--- config.mk ---
export PLATFORM = sky130hd
export DESIGN_NAME = port_reset_ctl
export DESIGN_NICKNAME = d
export VERILOG_FILES = /design/src/design/port_reset_pkg.sv /design/src/design/port_reset_ctl.sv
export SDC_FILE = /design/constraint.sdc
export NUM_CORES = 1
export LEC_CHECK = 0
export BUFFER_PORTS_ARGS = -buffer_cell sky130_fd_sc_hd__buf_2
export CORE_ASPECT_RATIO = 1.2
export CORE_MARGIN = 3
export CORE_UTILIZATION = 46
export DETAILED_ROUTE_END_ITERATION = 12
export PLACE_DENSITY = 0.86
export SETUP_SLACK_MARGIN = 0.4
export SLEW_MARGIN = 20
export SYNTH_ARGS = -nofsm -noshare
export SYNTH_HDL_FRONTEND = slang
export SYNTH_SLANG_ARGS = --single-unit
--- constraint.sdc ---
create_clock -name clk -period 4.92 [get_ports clk]
set_clock_uncertainty 0.1 [all_clocks]
set_input_delay 0.738 -clock clk [delete_from_list [all_inputs] [get_ports clk]]
set_output_delay 0.738 -clock clk [all_outputs]
set_load 0.05 [all_outputs]
--- src/design/port_reset_pkg.sv ---
// Purpose: Constants for the root-port reset and line-state block
// Assumes: 25 MHz clock, AXI4-Lite register access
// Notes: Register offsets are byte addresses
package port_reset_pkg;
  localparam logic [3:0] PORTSC_OFFSET   = 4'h0;
  localparam logic [3:0] STATUS_OFFSET   = 4'h4;
  localparam int         ENABLE_BIT      = 2;
  localparam int         RESET_BIT       = 8;
  localparam int         LINE_LO_BIT     = 10;
  localparam int         LINE_HI_BIT     = 11;
  localparam int         POWER_BIT       = 12;
  localparam int         OWNER_BIT       = 13;
  localparam int         HS_BIT          = 0;
  localparam int         HALTED_BIT      = 1;
  localparam logic [1:0] LS_K_STATE      = 2'h1;
  localparam logic       RESET_DEFAULT   = 1'b0;
  localparam int         CLK_HZ          = 25000000;
  localparam int         FINISH_US       = 2000;
  localparam int         FINISH_CYCLES   = (CLK_HZ / 1000000) * FINISH_US;
  localparam int         SETTLE_US       = 1;
  localparam int         SETTLE_CYCLES   = (CLK_HZ / 1000000) * SETTLE_US;
  localparam logic [1:0] AXI_OKAY        = 2'h0;
  localparam logic [1:0] AXI_SLVERR      = 2'h2;
endpackage

--- src/design/port_reset_ctl.sv ---
// Purpose: Root-port reset control and line-state readout
// Assumes: Line and high-speed inputs synchronous to clk
// Notes: Registers reached over AXI4-Lite; unmapped words answer SLVERR
//        A halted controller keeps a running bus reset going until port power is cleared
`timescale 1ns/1ps
`default_nettype none
module port_reset_ctl #(
  parameter int SETTLE = port_reset_pkg::SETTLE_CYCLES
) (
  input  wire logic        clk,
  input  wire logic        reset,
  // Register bus
  input  wire logic [31:0] s_axi_awaddr,
  input  wire logic        s_axi_awvalid,
  output logic             s_axi_awready,
  input  wire logic [31:0] s_axi_wdata,
  input  wire logic [3:0]  s_axi_wstrb,
  input  wire logic        s_axi_wvalid,
  output logic             s_axi_wready,
  output logic [1:0]       s_axi_bresp,
  output logic             s_axi_bvalid,
  input  wire logic        s_axi_bready,
  input  wire logic [31:0] s_axi_araddr,
  input  wire logic        s_axi_arvalid,
  output logic             s_axi_arready,
  output logic [31:0]      s_axi_rdata,
  output logic [1:0]       s_axi_rresp,
  output logic             s_axi_rvalid,
  input  wire logic        s_axi_rready,
  // Line levels and controller status
  input  wire logic        dPlus,
  input  wire logic        dMinus,
  input  wire logic        highSpeedDetect,
  input  wire logic        controllerHalted,
  // Port controls
  output logic             busResetDrive,
  output logic             portEnable,
  output logic             portPower,
  output logic             portHandoffCompanion
);
  // Drive bus reset, then settle before the reset bit clears
  typedef enum logic [1:0] {
    IDLE     = 2'b00,
    DRIVING  = 2'b01,
    FINISHING = 2'b10
  } rst_state_t;

  rst_state_t  state;
  rst_state_t  next_state;
  logic [15:0] count;
  logic [15:0] next_count;
  logic        resetBit;
  logic        next_resetBit;
  logic        next_portEnable;
  logic        next_portPower;
  logic        next_portHandoffCompanion;

  // Bus slave holding registers
  logic        awHeld;
  logic        next_awHeld;
  logic [3:0]  awAddr;
  logic [3:0]  next_awAddr;
  logic        wHeld;
  logic        next_wHeld;
  logic [31:0] wData;
  logic [31:0] next_wData;
  logic [3:0]  wStrb;
  logic [3:0]  next_wStrb;
  logic        next_bvalid;
  logic [1:0]  next_bresp;
  logic        next_rvalid;
  logic [31:0] next_rdata;
  logic [1:0]  next_rresp;
  logic        doWrite;
  logic        portWrite;
  logic [31:0] portRead;

  // Decoded writes and read index
  logic [3:0]  arIndex;
  logic [1:0]  lineStateField;
  logic        portFieldWr;
  logic        enableFieldWr;
  logic        resetWrOne;
  logic        resetWrZero;

  // Readies drop while a response waits, so one write is in flight
  assign s_axi_awready = !awHeld && !s_axi_bvalid;
  assign s_axi_wready  = !wHeld && !s_axi_bvalid;
  assign s_axi_arready = !s_axi_rvalid;
  assign doWrite   = awHeld && wHeld && !s_axi_bvalid;
  assign portWrite = doWrite && awAddr == port_reset_pkg::PORTSC_OFFSET;

  // Any upper address bit set maps to an index no register uses
  assign arIndex = (s_axi_araddr[31:4] == 28'h0) ? s_axi_araddr[3:0] : 4'hF;
  assign lineStateField = {dPlus, dMinus};
  // Byte lane 1 carries reset, power and owner; lane 0 the enable bit
  assign portFieldWr   = portWrite && wStrb[1];
  assign enableFieldWr = portWrite && wStrb[0];
  assign resetWrOne    = portFieldWr && wData[port_reset_pkg::RESET_BIT];
  assign resetWrZero   = portFieldWr && !wData[port_reset_pkg::RESET_BIT];

  // Read image of the port register
  always_comb begin
    portRead = 32'h0;
    portRead[port_reset_pkg::ENABLE_BIT] = portEnable;
    // Power off forces the reset bit low on reads
    portRead[port_reset_pkg::RESET_BIT]  = resetBit && portPower;
    // D+ high bit, D- low bit; undefined content allowed when unpowered
    portRead[port_reset_pkg::LINE_HI_BIT] = lineStateField[1];
    portRead[port_reset_pkg::LINE_LO_BIT] = lineStateField[0];
    portRead[port_reset_pkg::POWER_BIT]   = portPower;
    portRead[port_reset_pkg::OWNER_BIT]   = portHandoffCompanion;
  end

  // Write channel: address and data taken in either order
  always_comb begin
    next_awHeld = awHeld;
    next_awAddr = awAddr;
    next_wHeld  = wHeld;
    next_wData  = wData;
    next_wStrb  = wStrb;
    next_bvalid = s_axi_bvalid;
    next_bresp  = s_axi_bresp;
    if (s_axi_awvalid && s_axi_awready) begin
      next_awHeld = 1'b1;
      // Upper address bits must be zero, else the word would alias a register
      next_awAddr = (s_axi_awaddr[31:4] == 28'h0) ? s_axi_awaddr[3:0] : 4'hF;
    end
    if (s_axi_wvalid && s_axi_wready) begin
      next_wHeld = 1'b1;
      next_wData = s_axi_wdata;
      next_wStrb = s_axi_wstrb;
    end
    if (doWrite) begin
      next_awHeld = 1'b0;
      next_wHeld  = 1'b0;
      next_bvalid = 1'b1;
      if (awAddr == port_reset_pkg::PORTSC_OFFSET) begin
        next_bresp = port_reset_pkg::AXI_OKAY;
      end else begin
        // Unmapped or read-only word: nothing changes
        next_bresp = port_reset_pkg::AXI_SLVERR;
      end
    end else if (s_axi_bvalid && s_axi_bready) begin
      next_bvalid = 1'b0;
    end
  end

  // Read channel: one read at a time, answered the cycle after it is taken
  always_comb begin
    next_rvalid = s_axi_rvalid;
    next_rdata  = s_axi_rdata;
    next_rresp  = s_axi_rresp;
    if (s_axi_arvalid && s_axi_arready) begin
      next_rvalid = 1'b1;
      next_rresp  = port_reset_pkg::AXI_OKAY;
      case (arIndex)
        port_reset_pkg::PORTSC_OFFSET: begin
          next_rdata = portRead;
        end
        port_reset_pkg::STATUS_OFFSET: begin
          next_rdata = {30'h0, controllerHalted, highSpeedDetect};
        end
        default: begin
          next_rdata = 32'h0;
          next_rresp = port_reset_pkg::AXI_SLVERR;
        end
      endcase
    end else if (s_axi_rvalid && s_axi_rready) begin
      next_rvalid = 1'b0;
    end
  end

  // Port reset sequencer and port fields
  always_comb begin
    next_state                = state;
    next_count                = count;
    next_resetBit             = resetBit;
    next_portEnable           = portEnable;
    next_portPower            = portPower;
    next_portHandoffCompanion = portHandoffCompanion;

    // Software-written fields, gated by their byte lanes
    if (portFieldWr) begin
      next_portPower            = wData[port_reset_pkg::POWER_BIT];
      next_portHandoffCompanion = wData[port_reset_pkg::OWNER_BIT];
    end
    if (enableFieldWr) begin
      next_portEnable = wData[port_reset_pkg::ENABLE_BIT];
    end

    case (state)
      IDLE: begin
        // A one written while unpowered is dropped, not remembered
        if (resetWrOne && next_portPower) begin
          next_state    = DRIVING;
          next_resetBit = 1'b1;
          // Enable drops with reset even if software forgot to clear it
          next_portEnable = 1'b0;
        end
      end

      DRIVING: begin
        // While halted a zero write is ignored and the reset keeps going
        if (resetWrZero && !controllerHalted) begin
          next_state = FINISHING;
          next_count = 16'h0;
        end
        next_portEnable = 1'b0;
      end

      FINISHING: begin
        // Bit stays one until the settle period ends, well under 2 ms
        next_count      = count + 16'h1;
        next_portEnable = 1'b0;
        if (count >= 16'(SETTLE - 1)) begin
          next_state      = IDLE;
          next_resetBit   = 1'b0;
          // The sequencer takes the chirp result only here, once the bus is quiet; the status word reads it at any time
          next_portEnable = highSpeedDetect;
        end
      end

      default: begin
        next_state    = IDLE;
        next_resetBit = port_reset_pkg::RESET_DEFAULT;
      end
    endcase

    // Losing power abandons any reset in progress
    if (!next_portPower) begin
      next_state      = IDLE;
      next_resetBit   = 1'b0;
      next_portEnable = 1'b0;
    end
  end

  // Decoded from the state register, so it never glitches on bus activity
  assign busResetDrive = (state == DRIVING);

  // Port state registers
  always_ff @(posedge clk) begin
    if (reset) begin
      state                <= IDLE;
      count                <= 16'h0;
      resetBit             <= port_reset_pkg::RESET_DEFAULT;
      portEnable           <= 1'b0;
      portPower            <= 1'b0;
      portHandoffCompanion <= 1'b0;
    end else begin
      state                <= next_state;
      count                <= next_count;
      resetBit             <= next_resetBit;
      portEnable           <= next_portEnable;
      portPower            <= next_portPower;
      portHandoffCompanion <= next_portHandoffCompanion;
    end
  end

  // Write channel registers
  always_ff @(posedge clk) begin
    if (reset) begin
      awHeld       <= 1'b0;
      awAddr       <= 4'h0;
      wHeld        <= 1'b0;
      wData        <= 32'h0;
      wStrb        <= 4'h0;
      s_axi_bvalid <= 1'b0;
      s_axi_bresp  <= 2'h0;
    end else begin
      awHeld       <= next_awHeld;
      awAddr       <= next_awAddr;
      wHeld        <= next_wHeld;
      wData        <= next_wData;
      wStrb        <= next_wStrb;
      s_axi_bvalid <= next_bvalid;
      s_axi_bresp  <= next_bresp;
    end
  end

  // Read channel registers
  always_ff @(posedge clk) begin
    if (reset) begin
      s_axi_rvalid <= 1'b0;
      s_axi_rdata  <= 32'h0;
      s_axi_rresp  <= 2'h0;
    end else begin
      s_axi_rvalid <= next_rvalid;
      s_axi_rdata  <= next_rdata;
      s_axi_rresp  <= next_rresp;
    end
  end
endmodule // port_reset_ctl
`default_nettype wire

---- Yosys cells after proc, flatten, opt, wreduce, memory -nomap -nowiden ----
Index checks and enable logic that the tools add are counted.
storage, ports and cells
  input port bits ......................... 111
  logic and storage cells ................. 86
  register bits after elaboration ......... 82
  output and inout port bits .............. 45
operators by class
  bitwise operators ....................... 2
  reductions and logical operators ........ 37
  muxes and demuxes ....................... 23
  add/subtract/negate cells ............... 1
  equal/unequal tests ..................... 6
  $lt $le $gt $ge ......................... 1
operators by type and width
  kind                     number
  $logic_not A28 Y1        2
  $pmux W16 S2             1
  $pmux W14 S2             1
  $logic_and A1 B1 Y1      17
  $add A16 B1 Y16 const B  1
  $ge A16 B5 Y1 const B    1
  $mux W16                 1
  $mux W1                  10
  $mux W2                  5
  $logic_not A4 Y1         2
  $mux W4                  2
  $logic_not A1 Y1         6
  $pmux W1 S3              2
  $pmux W2 S3              1
  $reduce_and A3 Y1        2
  $reduce_bool A2 Y1       3
  $reduce_or A2 Y1         3
  $eq A4 B3 Y1 const B     1
  $ne A2 B2 Y1 const B     2
  $eq A2 B1 Y1 const B     1
  $eq A2 B2 Y1 const B     1
  $logic_not A2 Y1         1
  $ne A2 B1 Y1 const B     1
  $not A1 Y1               2
  $reduce_and A2 Y1        1

---- Longest topological paths before layout ----
Gate-level depths: netlist (run 1).
  depth in word-level cells ............... 8
  depth in mapped cells ................... 6
  gate-level depth less buffers ........... 5

---- Least setup slack after synthesis (run 1) ----
No wires, ideal clock.
  path kind ............................... reg2out
  from .................................... register s_axi_bvalid
  to ...................................... output port s_axi_wready
  arrival time ............................ 1.248 ns
  stages on the path, launching flop included .. 2
  buffers on the path ..................... 0
  data required time ...................... 4.082 ns
  setup slack ............................. 2.834 ns
  path through ............................ dfxtp_1 -> nor2_1
on the way
  cells in the longest elaborated chain, start to end .. 2
RTL lines
  what                      line                   text
  start: declaration        port_reset_ctl.sv:21   output logic s_axi_bvalid,
  start signal: assignment  port_reset_ctl.sv:276  s_axi_bvalid <= next_bvalid;
  $logic_not A1 Y1          port_reset_ctl.sv:88   assign s_axi_wready = !wHeld && !s_axi_bvalid;
  $logic_and A1 B1 Y1       port_reset_ctl.sv:88
  end: declaration          port_reset_ctl.sv:19   output logic s_axi_wready,
No other way between the ends.

---- Final worst setup path (run 1) ----
  from .................................... register state[0]
  to ...................................... output port busResetDrive
on the way
  cells in the longest elaborated chain, start to end .. 1
RTL lines
  what                      line                   text
  start: declaration        port_reset_ctl.sv:48   rst_state_t state;
  start signal: assignment  port_reset_ctl.sv:251  state <= next_state;
  $eq A2 B1 Y1              port_reset_ctl.sv:239  assign busResetDrive = (state == DRIVING);
  end: declaration          port_reset_ctl.sv:36   output logic busResetDrive,
No other way between the ends.

==> results of run 1 <==
## path summary, 6_finish.rpt
path / from / end / cells after the start
max: state[0] / busResetDrive / 2
max reg2reg: s_axi_bvalid / count[6] / 4
min reg2reg: s_axi_rdata[1] / s_axi_rdata[1] / 2
min: s_axi_rdata[1] / s_axi_rdata[1] / 2
## flip-flops by register name, summed over array words and instances (netlist names), 2 cells and up
signal	flops
awAddr	4
count	16
wStrb	2
wData	4
s_axi_rdata	8
state	2
## cell type report
type | count | area (um^2) | share of cell area [%]
clock buffer | 6 | 72.6 | 2.47
clock inverter | 1 | 7.51 | 0.255
inverter | 7 | 26.3 | 0.893
multi-input combinational | 222 | 1340 | 45.4
sequential | 46 | 921 | 31.3
tap | 60 | 75.1 | 2.55
timing repair buffer | 100 | 503 | 17.1
## stage by stage
step | instance area, um^2 | worst slack [ns]
floorplan | 2530 | 2.83
global placement | 2860 | 2.70
detailed placement | 2860 | 2.70
CTS | 2940 | 2.79
global route | 2940 | 2.71
finish | 2940 | 2.81
## worst max-delay path, stage by stage (launching register included)
cell and delay [ns]:
dfxtp_1 0.48, nor2b_1 0.21, buf_2 0.29
## cell families (layout without fill, tap and decap cells)
| kind of cell | count (synthesis) | in the layout |
|---|---|---|
| compound gates | 50 | 50 |
| fa+ha+maj | 2 | 2 |
| buf+inv | 46 | 114 |
| flops | 46 | 46 |
| mux | 6 | 6 |
| other cells | 1 | 26 |
| simple gates | 138 | 138 |
## synthesized netlist by cell type (2+ instances only)
| library cell | count |
|---|---|
| nor2_1 | 27 |
| a311oi_1 | 4 |
| mux2i_1 | 6 |
| buf_1 | 3 |
| buf_2 | 4 |
| and4_4 | 2 |
| nor4_1 | 16 |
| and4_1 | 3 |
| a31oi_1 | 3 |
| or2_2 | 2 |
| ha_1 | 2 |
| and2_1 | 5 |
| a21oi_1 | 17 |
| nand3_1 | 13 |
| clkbuf_2 | 2 |
| nor3b_1 | 4 |
| nand4_1 | 10 |
| o211ai_1 | 5 |
| dfxtp_1 | 46 |
| a41oi_1 | 2 |
| buf_4 | 26 |
| inv_1 | 7 |
| and3_1 | 2 |
| or4_1 | 4 |
| nand2b_1 | 4 |
| nand2_1 | 16 |
| o21ai_0 | 2 |
| nor3_1 | 14 |
| or3_1 | 2 |
| a22o_1 | 6 |
| clkbuf_1 | 4 |
| o31ai_1 | 2 |
| nor2b_1 | 3 |
## power by group through the flow
stage	combinational, uW	clock, uW	sequential, uW
6_report	138	217	394
2_1_floorplan	105	0	407
3_5_place_dp	138	0	402
3_3_place_gp	137	0	402
4_1_cts	139	223	394
5_1_grt	151	239	395
## layer usage
layer	track usage, %	vias to the layer above	share of wire, %
li1	-	1204	-
met1	23.7	1113	41
met2	34.5	71	53
met3	4.34	6	5.5
met4	5.54	0	1.3
met5	0	-	0
==> results.sh, run 1 <==
export IMPL_hold_buffers=0
export IMPL_cts_setup_buffers=0
export IMPL_synth_xor_area_share_pct=0
export IMPL_drt_vias_per_instance=5.42
export IMPL_synth_cell_types=54
export IMPL_avgSynthCellArea_um2=8.45
export IMPL_core_area_um2=5040
export IMPL_final_cell_mix="buf_2, dfxtp_1, nor2_1"
export IMPL_antenna_found_initial=0
export IMPL_grt_pass1_vias=2217
export IMPL_synth_edf_count=0
export IMPL_hpwl_um=4520
export IMPL_io_pins=156
export IMPL_slew_viol_final=0
export IMPL_cts_root_buf="clkbuf_8"
export IMPL_synth_top_area_share_pct=37.7
export IMPL_power_density_nw_per_um2=255
export IMPL_layout_commonest_cell="buf_2"
export IMPL_wl_per_cell_um=13.1
export IMPL_worstMarginPinSlew_ns=0.692
export IMPL_arrival_ns=1.27
export IMPL_portBuffers=99
export IMPL_cts_path_max_buffers=2
export IMPL_period_share_pct=42.9
export IMPL_drtAntennaViolNets=0
export IMPL_max_freq_mhz=474
export IMPL_p_sw_share_pct=30.3
export IMPL_syn_cell_area_um2=2440
export IMPL_synthCells=289
export IMPL_dieArea_um2=6220
export IMPL_rrSetupSlack_ns=3.04
export IMPL_power_uw=749
export IMPL_grt_remaining_overflow=0
export IMPL_vias=2394
export IMPL_synth_top_family_by_area="simple AND/OR/NAND/NOR gates"
export IMPL_yosys_area_top_type="dfxtp_1"
export IMPL_dp_cells=435
export IMPL_utilization_pct=58.3
export IMPL_synth_seq_cells=46
export IMPL_async_reset_ff_share_pct=0
export IMPL_grt_setup_unrepaired="no"
export IMPL_dr_pass1_iters=4
export IMPL_power_leakage_uw=0.00128
export IMPL_cts_tree="done"
export IMPL_cp_max_fo=10
export IMPL_p_clk_share_pct=29.0
export IMPL_numCtsBuffers=5
export IMPL_yosysSeqAreaShare_pct=37.7
export IMPL_min_path_type="flop to flop"
export IMPL_insertion_delay_ns=0.30
export IMPL_synthMuxAreaShare_pct=2.46
export IMPL_cap_violations=0
export IMPL_switching_power_uw=227
export IMPL_clock_sinks=46
export IMPL_yosys_area_share_simple_pct=32.9
export IMPL_pwr_share_comb_pct=18.5
export IMPL_clkTransAtPathRegs_ns=0.08
export IMPL_hold_slack_ns=0.360
export IMPL_synth_fa_ha_area_share_pct=1.03
export IMPL_diodes=0
export IMPL_synth_compound_area_share_pct=14.4
export IMPL_worstSetupPathType="flop to primary output"
export IMPL_end_kind="primary output"
export IMPL_wl_um=5790
export IMPL_rows=28
export IMPL_ys_warn_count=0
export IMPL_drc=0
export IMPL_ys_top_cells_by_area="dfxtp_1, buf_4, nor2_1"
export IMPL_syn2layout_area_growth_pct=20.5
export IMPL_cp_start_kind="flop"
export IMPL_p_int_uw=522
export IMPL_outcome="finished clean"
export IMPL_drive_gt1_share_pct=31.2
export IMPL_ir_worst_vdd_uv=197
export IMPL_crit_required_ns=4.08
export IMPL_start_util_pct=48.4
export IMPL_finalSetupViolations=0
export IMPL_power_frac_seq_pct=52.6
export IMPL_htree_levels=2
export IMPL_dieHeight_um=85.8
export IMPL_track_usage_pct=19.6
export IMPL_drtIter0Drc=145
export IMPL_grt_max_degree=39
export IMPL_slew_headroom_pct=53.9
export IMPL_hold_viol_final=0
export IMPL_grt_pass1_wl_um=9850
export IMPL_setup_tns_ns=0
export IMPL_cts_resized=0
export IMPL_fin_nets=495
export IMPL_gp_congestion=0.833
export IMPL_fillers=470
export IMPL_fp_dieW_um=72.5
export IMPL_synthFlopType="dfxtp_1"
export IMPL_fin_crit_ns=2.11
export IMPL_stdcell_count=442
Note: power is estimated with default switching activity, not from simulation.
==> inputs of run 2 (changes only) <==
--- a/config.mk
+++ b/config.mk
@@ -8,9 +8,9 @@
 export BUFFER_PORTS_ARGS = -buffer_cell sky130_fd_sc_hd__buf_2
 export CORE_ASPECT_RATIO = 1.2
 export CORE_MARGIN = 3
-export CORE_UTILIZATION = 46
+export CORE_UTILIZATION = 38
 export DETAILED_ROUTE_END_ITERATION = 12
-export PLACE_DENSITY = 0.86
+export PLACE_DENSITY = 0.76
 export SETUP_SLACK_MARGIN = 0.4
 export SLEW_MARGIN = 20
 export SYNTH_ARGS = -nofsm -noshare
==> constraint.sdc (replaced) <==
create_clock -name clk -period 1.7 [get_ports clk]
set_clock_uncertainty 0.1 [all_clocks]
set_input_delay 0.255 -clock clk [delete_from_list [all_inputs] [get_ports clk]]
set_output_delay 0.255 -clock clk [all_outputs]
set_load 0.05 [all_outputs]
==> run 2 against run 1 <==
Against the previous run: the run now ends with setup timing left; die area rose by 19%; worst hold slack worse by 0.29 ns; sequential share of layout area shrank 6.7 points; final cell count grew 17%; via count increased by 15%; largest cell class unchanged; clock power grew to 4.4 times the previous value; sequential power rose to 2.9 times the previous value; design area increased by 32%.
==> results.sh, run 2 (synthesis results as in run 1) <==
export IMPL_dieHeight_um=93.8
export IMPL_numCtsBuffers=5
export IMPL_ir_worst_vdd_uv=356
export IMPL_layout_setup_ws_ns=-0.0315
export IMPL_cts_path_max_buffers=2
export IMPL_hold_viol_final=0
export IMPL_fp_dieW_um=79.2
export IMPL_largestRegisters="count (16), s_axi_rdata (8)"
export IMPL_syn2layout_area_growth_pct=59.5
export IMPL_drc=0
export IMPL_arrival_ns=1.81
export IMPL_path_cells="ha_4, and4_4, and3_1, a41oi_1, a2111oi_1"
export IMPL_layout_commonest_cell="buf_2"
export IMPL_cap_violations=0
export IMPL_largest_reg_flops=16
export IMPL_portBuffers=99
export IMPL_final_cell_mix="buf_2, buf_4, dfxtp_1"
export IMPL_antenna_found_initial=0
export IMPL_drive_gt1_share_pct=54.3
export IMPL_clkTransAtPathRegs_ns=0.09
export IMPL_start_util_pct=39.8
export IMPL_hold_slack_ns=0.0654
export IMPL_htree_levels=2
export IMPL_grt_max_degree=28
export IMPL_drt_vias_per_instance=5.32
export IMPL_outcome="finished with violations"
export IMPL_worstSetupPathType="flop to flop"
export IMPL_grt_setup_unrepaired="yes"
export IMPL_grt_pass1_wl_um=10600
export IMPL_drtIter0Drc=211
export IMPL_drtAntennaViolNets=0
export IMPL_power_leakage_uw=0.00167
export IMPL_violations="setup timing"
export IMPL_cp_max_fo=4
export IMPL_crit_required_ns=1.77
export IMPL_slew_viol_final=0
export IMPL_end_kind="flop"
export IMPL_cp_start_kind="flop"
export IMPL_grt_remaining_overflow=0
export IMPL_max_freq_mhz=578
export IMPL_period_share_pct=102
export IMPL_min_path_type="input pin to flop"
export IMPL_cts_tree="done"
export IMPL_cpPeakStageDelay_ns=0.40
export IMPL_dr_pass1_iters=4
export IMPL_wl_um=7660
export IMPL_wl_per_cell_um=14.9
export IMPL_power_density_nw_per_um2=675
export IMPL_track_usage_pct=17.7
export IMPL_fin_nets=545
export IMPL_grt_pass1_vias=2422
export IMPL_hold_buffers=0
export IMPL_clock_sinks=46
export IMPL_diodes=0
export IMPL_fin_crit_ns=1.73
export IMPL_dieArea_um2=7430
export IMPL_gp_congestion=0.845
export IMPL_vias=2742
export IMPL_hpwl_um=4720
export IMPL_insertion_delay_ns=0.30
export IMPL_setup_tns_ns=-0.0315
export IMPL_core_area_um2=6130
export IMPL_utilization_pct=63.5
export IMPL_slowest_stage="a2111oi_1"
export IMPL_finalSetupViolations=1
export IMPL_cts_root_buf="clkbuf_8"
export IMPL_regMostFlops="count"
export IMPL_rows=31
export IMPL_io_pins=156
[run 2: cell count changes in the layout (fill, tap and decap cells not counted), sizes merged]
cell	before	now
buf	100	142
bufinv	0	1
clkbuf	6	14
clkinvlp	1	0
nand4	12	13
[run 2: metal layers]
layer	up-vias	wire length [um]	track usage [%]	part of all wire (%)
li1	1309	-	-	-
met1	1279	2760	20.0	36
met2	128	4050	32.2	53
met3	26	550	4.03	7.2
met4	0	301	5.87	3.9
met5	-	0	0	0
[run 2: worst paths after layout]
| check | cells past startpoint | endpoint | start | slack (ns) |
|---|---|---|---|---|
| worst max-delay path | 5 | count[12] | count[1] | -0.03 |
| worst min register to register | 2 | s_axi_rdata[1] | s_axi_rdata[1] | 0.36 |
| worst min-delay path | 2 | s_axi_rdata[11] | dPlus | 0.07 |
| worst max register to register | 5 | count[12] | count[1] | -0.03 |
[run 2: repair_timing]
action | in CTS | in global routing
resized for setup | 52 | 40
buffers inserted | 20 | 9
gates cloned | 1 | 0
pin swaps | 16 | 20
hold endpoints to repair | 0 | 0
endpoints found under the setup margin | 41 | 46
[run 2: layout make-up]
cell class | count | area, um^2
Clock buffer | 7 | 108
Clock inverter | 1 | 30.0
Fill cell | 473 | 2230
Inverter | 7 | 26.3
Multi-Input combinational cell | 223 | 1640
Sequential cell | 46 | 960
Tap cell | 82 | 103
Timing Repair Buffer | 149 | 1030
[run 2: critical path, delay by kind of cell, from the launching register on]
| family | cells | cell delay [ns] |
|---|---|---|
| flops | 1 | 0.38 |
| compound gates | 2 | 0.54 |
| fa+ha+maj | 1 | 0.13 |
| simple gates | 2 | 0.45 |
[run 2: metrics by stage]
step / setup slack [ns] / total power [uW] / cell area [um^2] / instances
after floorplan: 0.157 / 1500 / 2700 / 314
after global placement: 0.0403 / 1590 / 3170 / 477
after detailed placement: -0.00134 / 1600 / 3170 / 477
after CTS: 0.110 / 2600 / 3680 / 506
after global routing: -0.118 / 2730 / 3890 / 515
final: -0.0315 / 2630 / 3890 / 515
[run 2: power breakdown]
group	internal, uW	switching [uW]	total (uW)
logic	210	336	546
clock network	568	378	946
registers	1100	32.3	1140
total	1880	747	2630
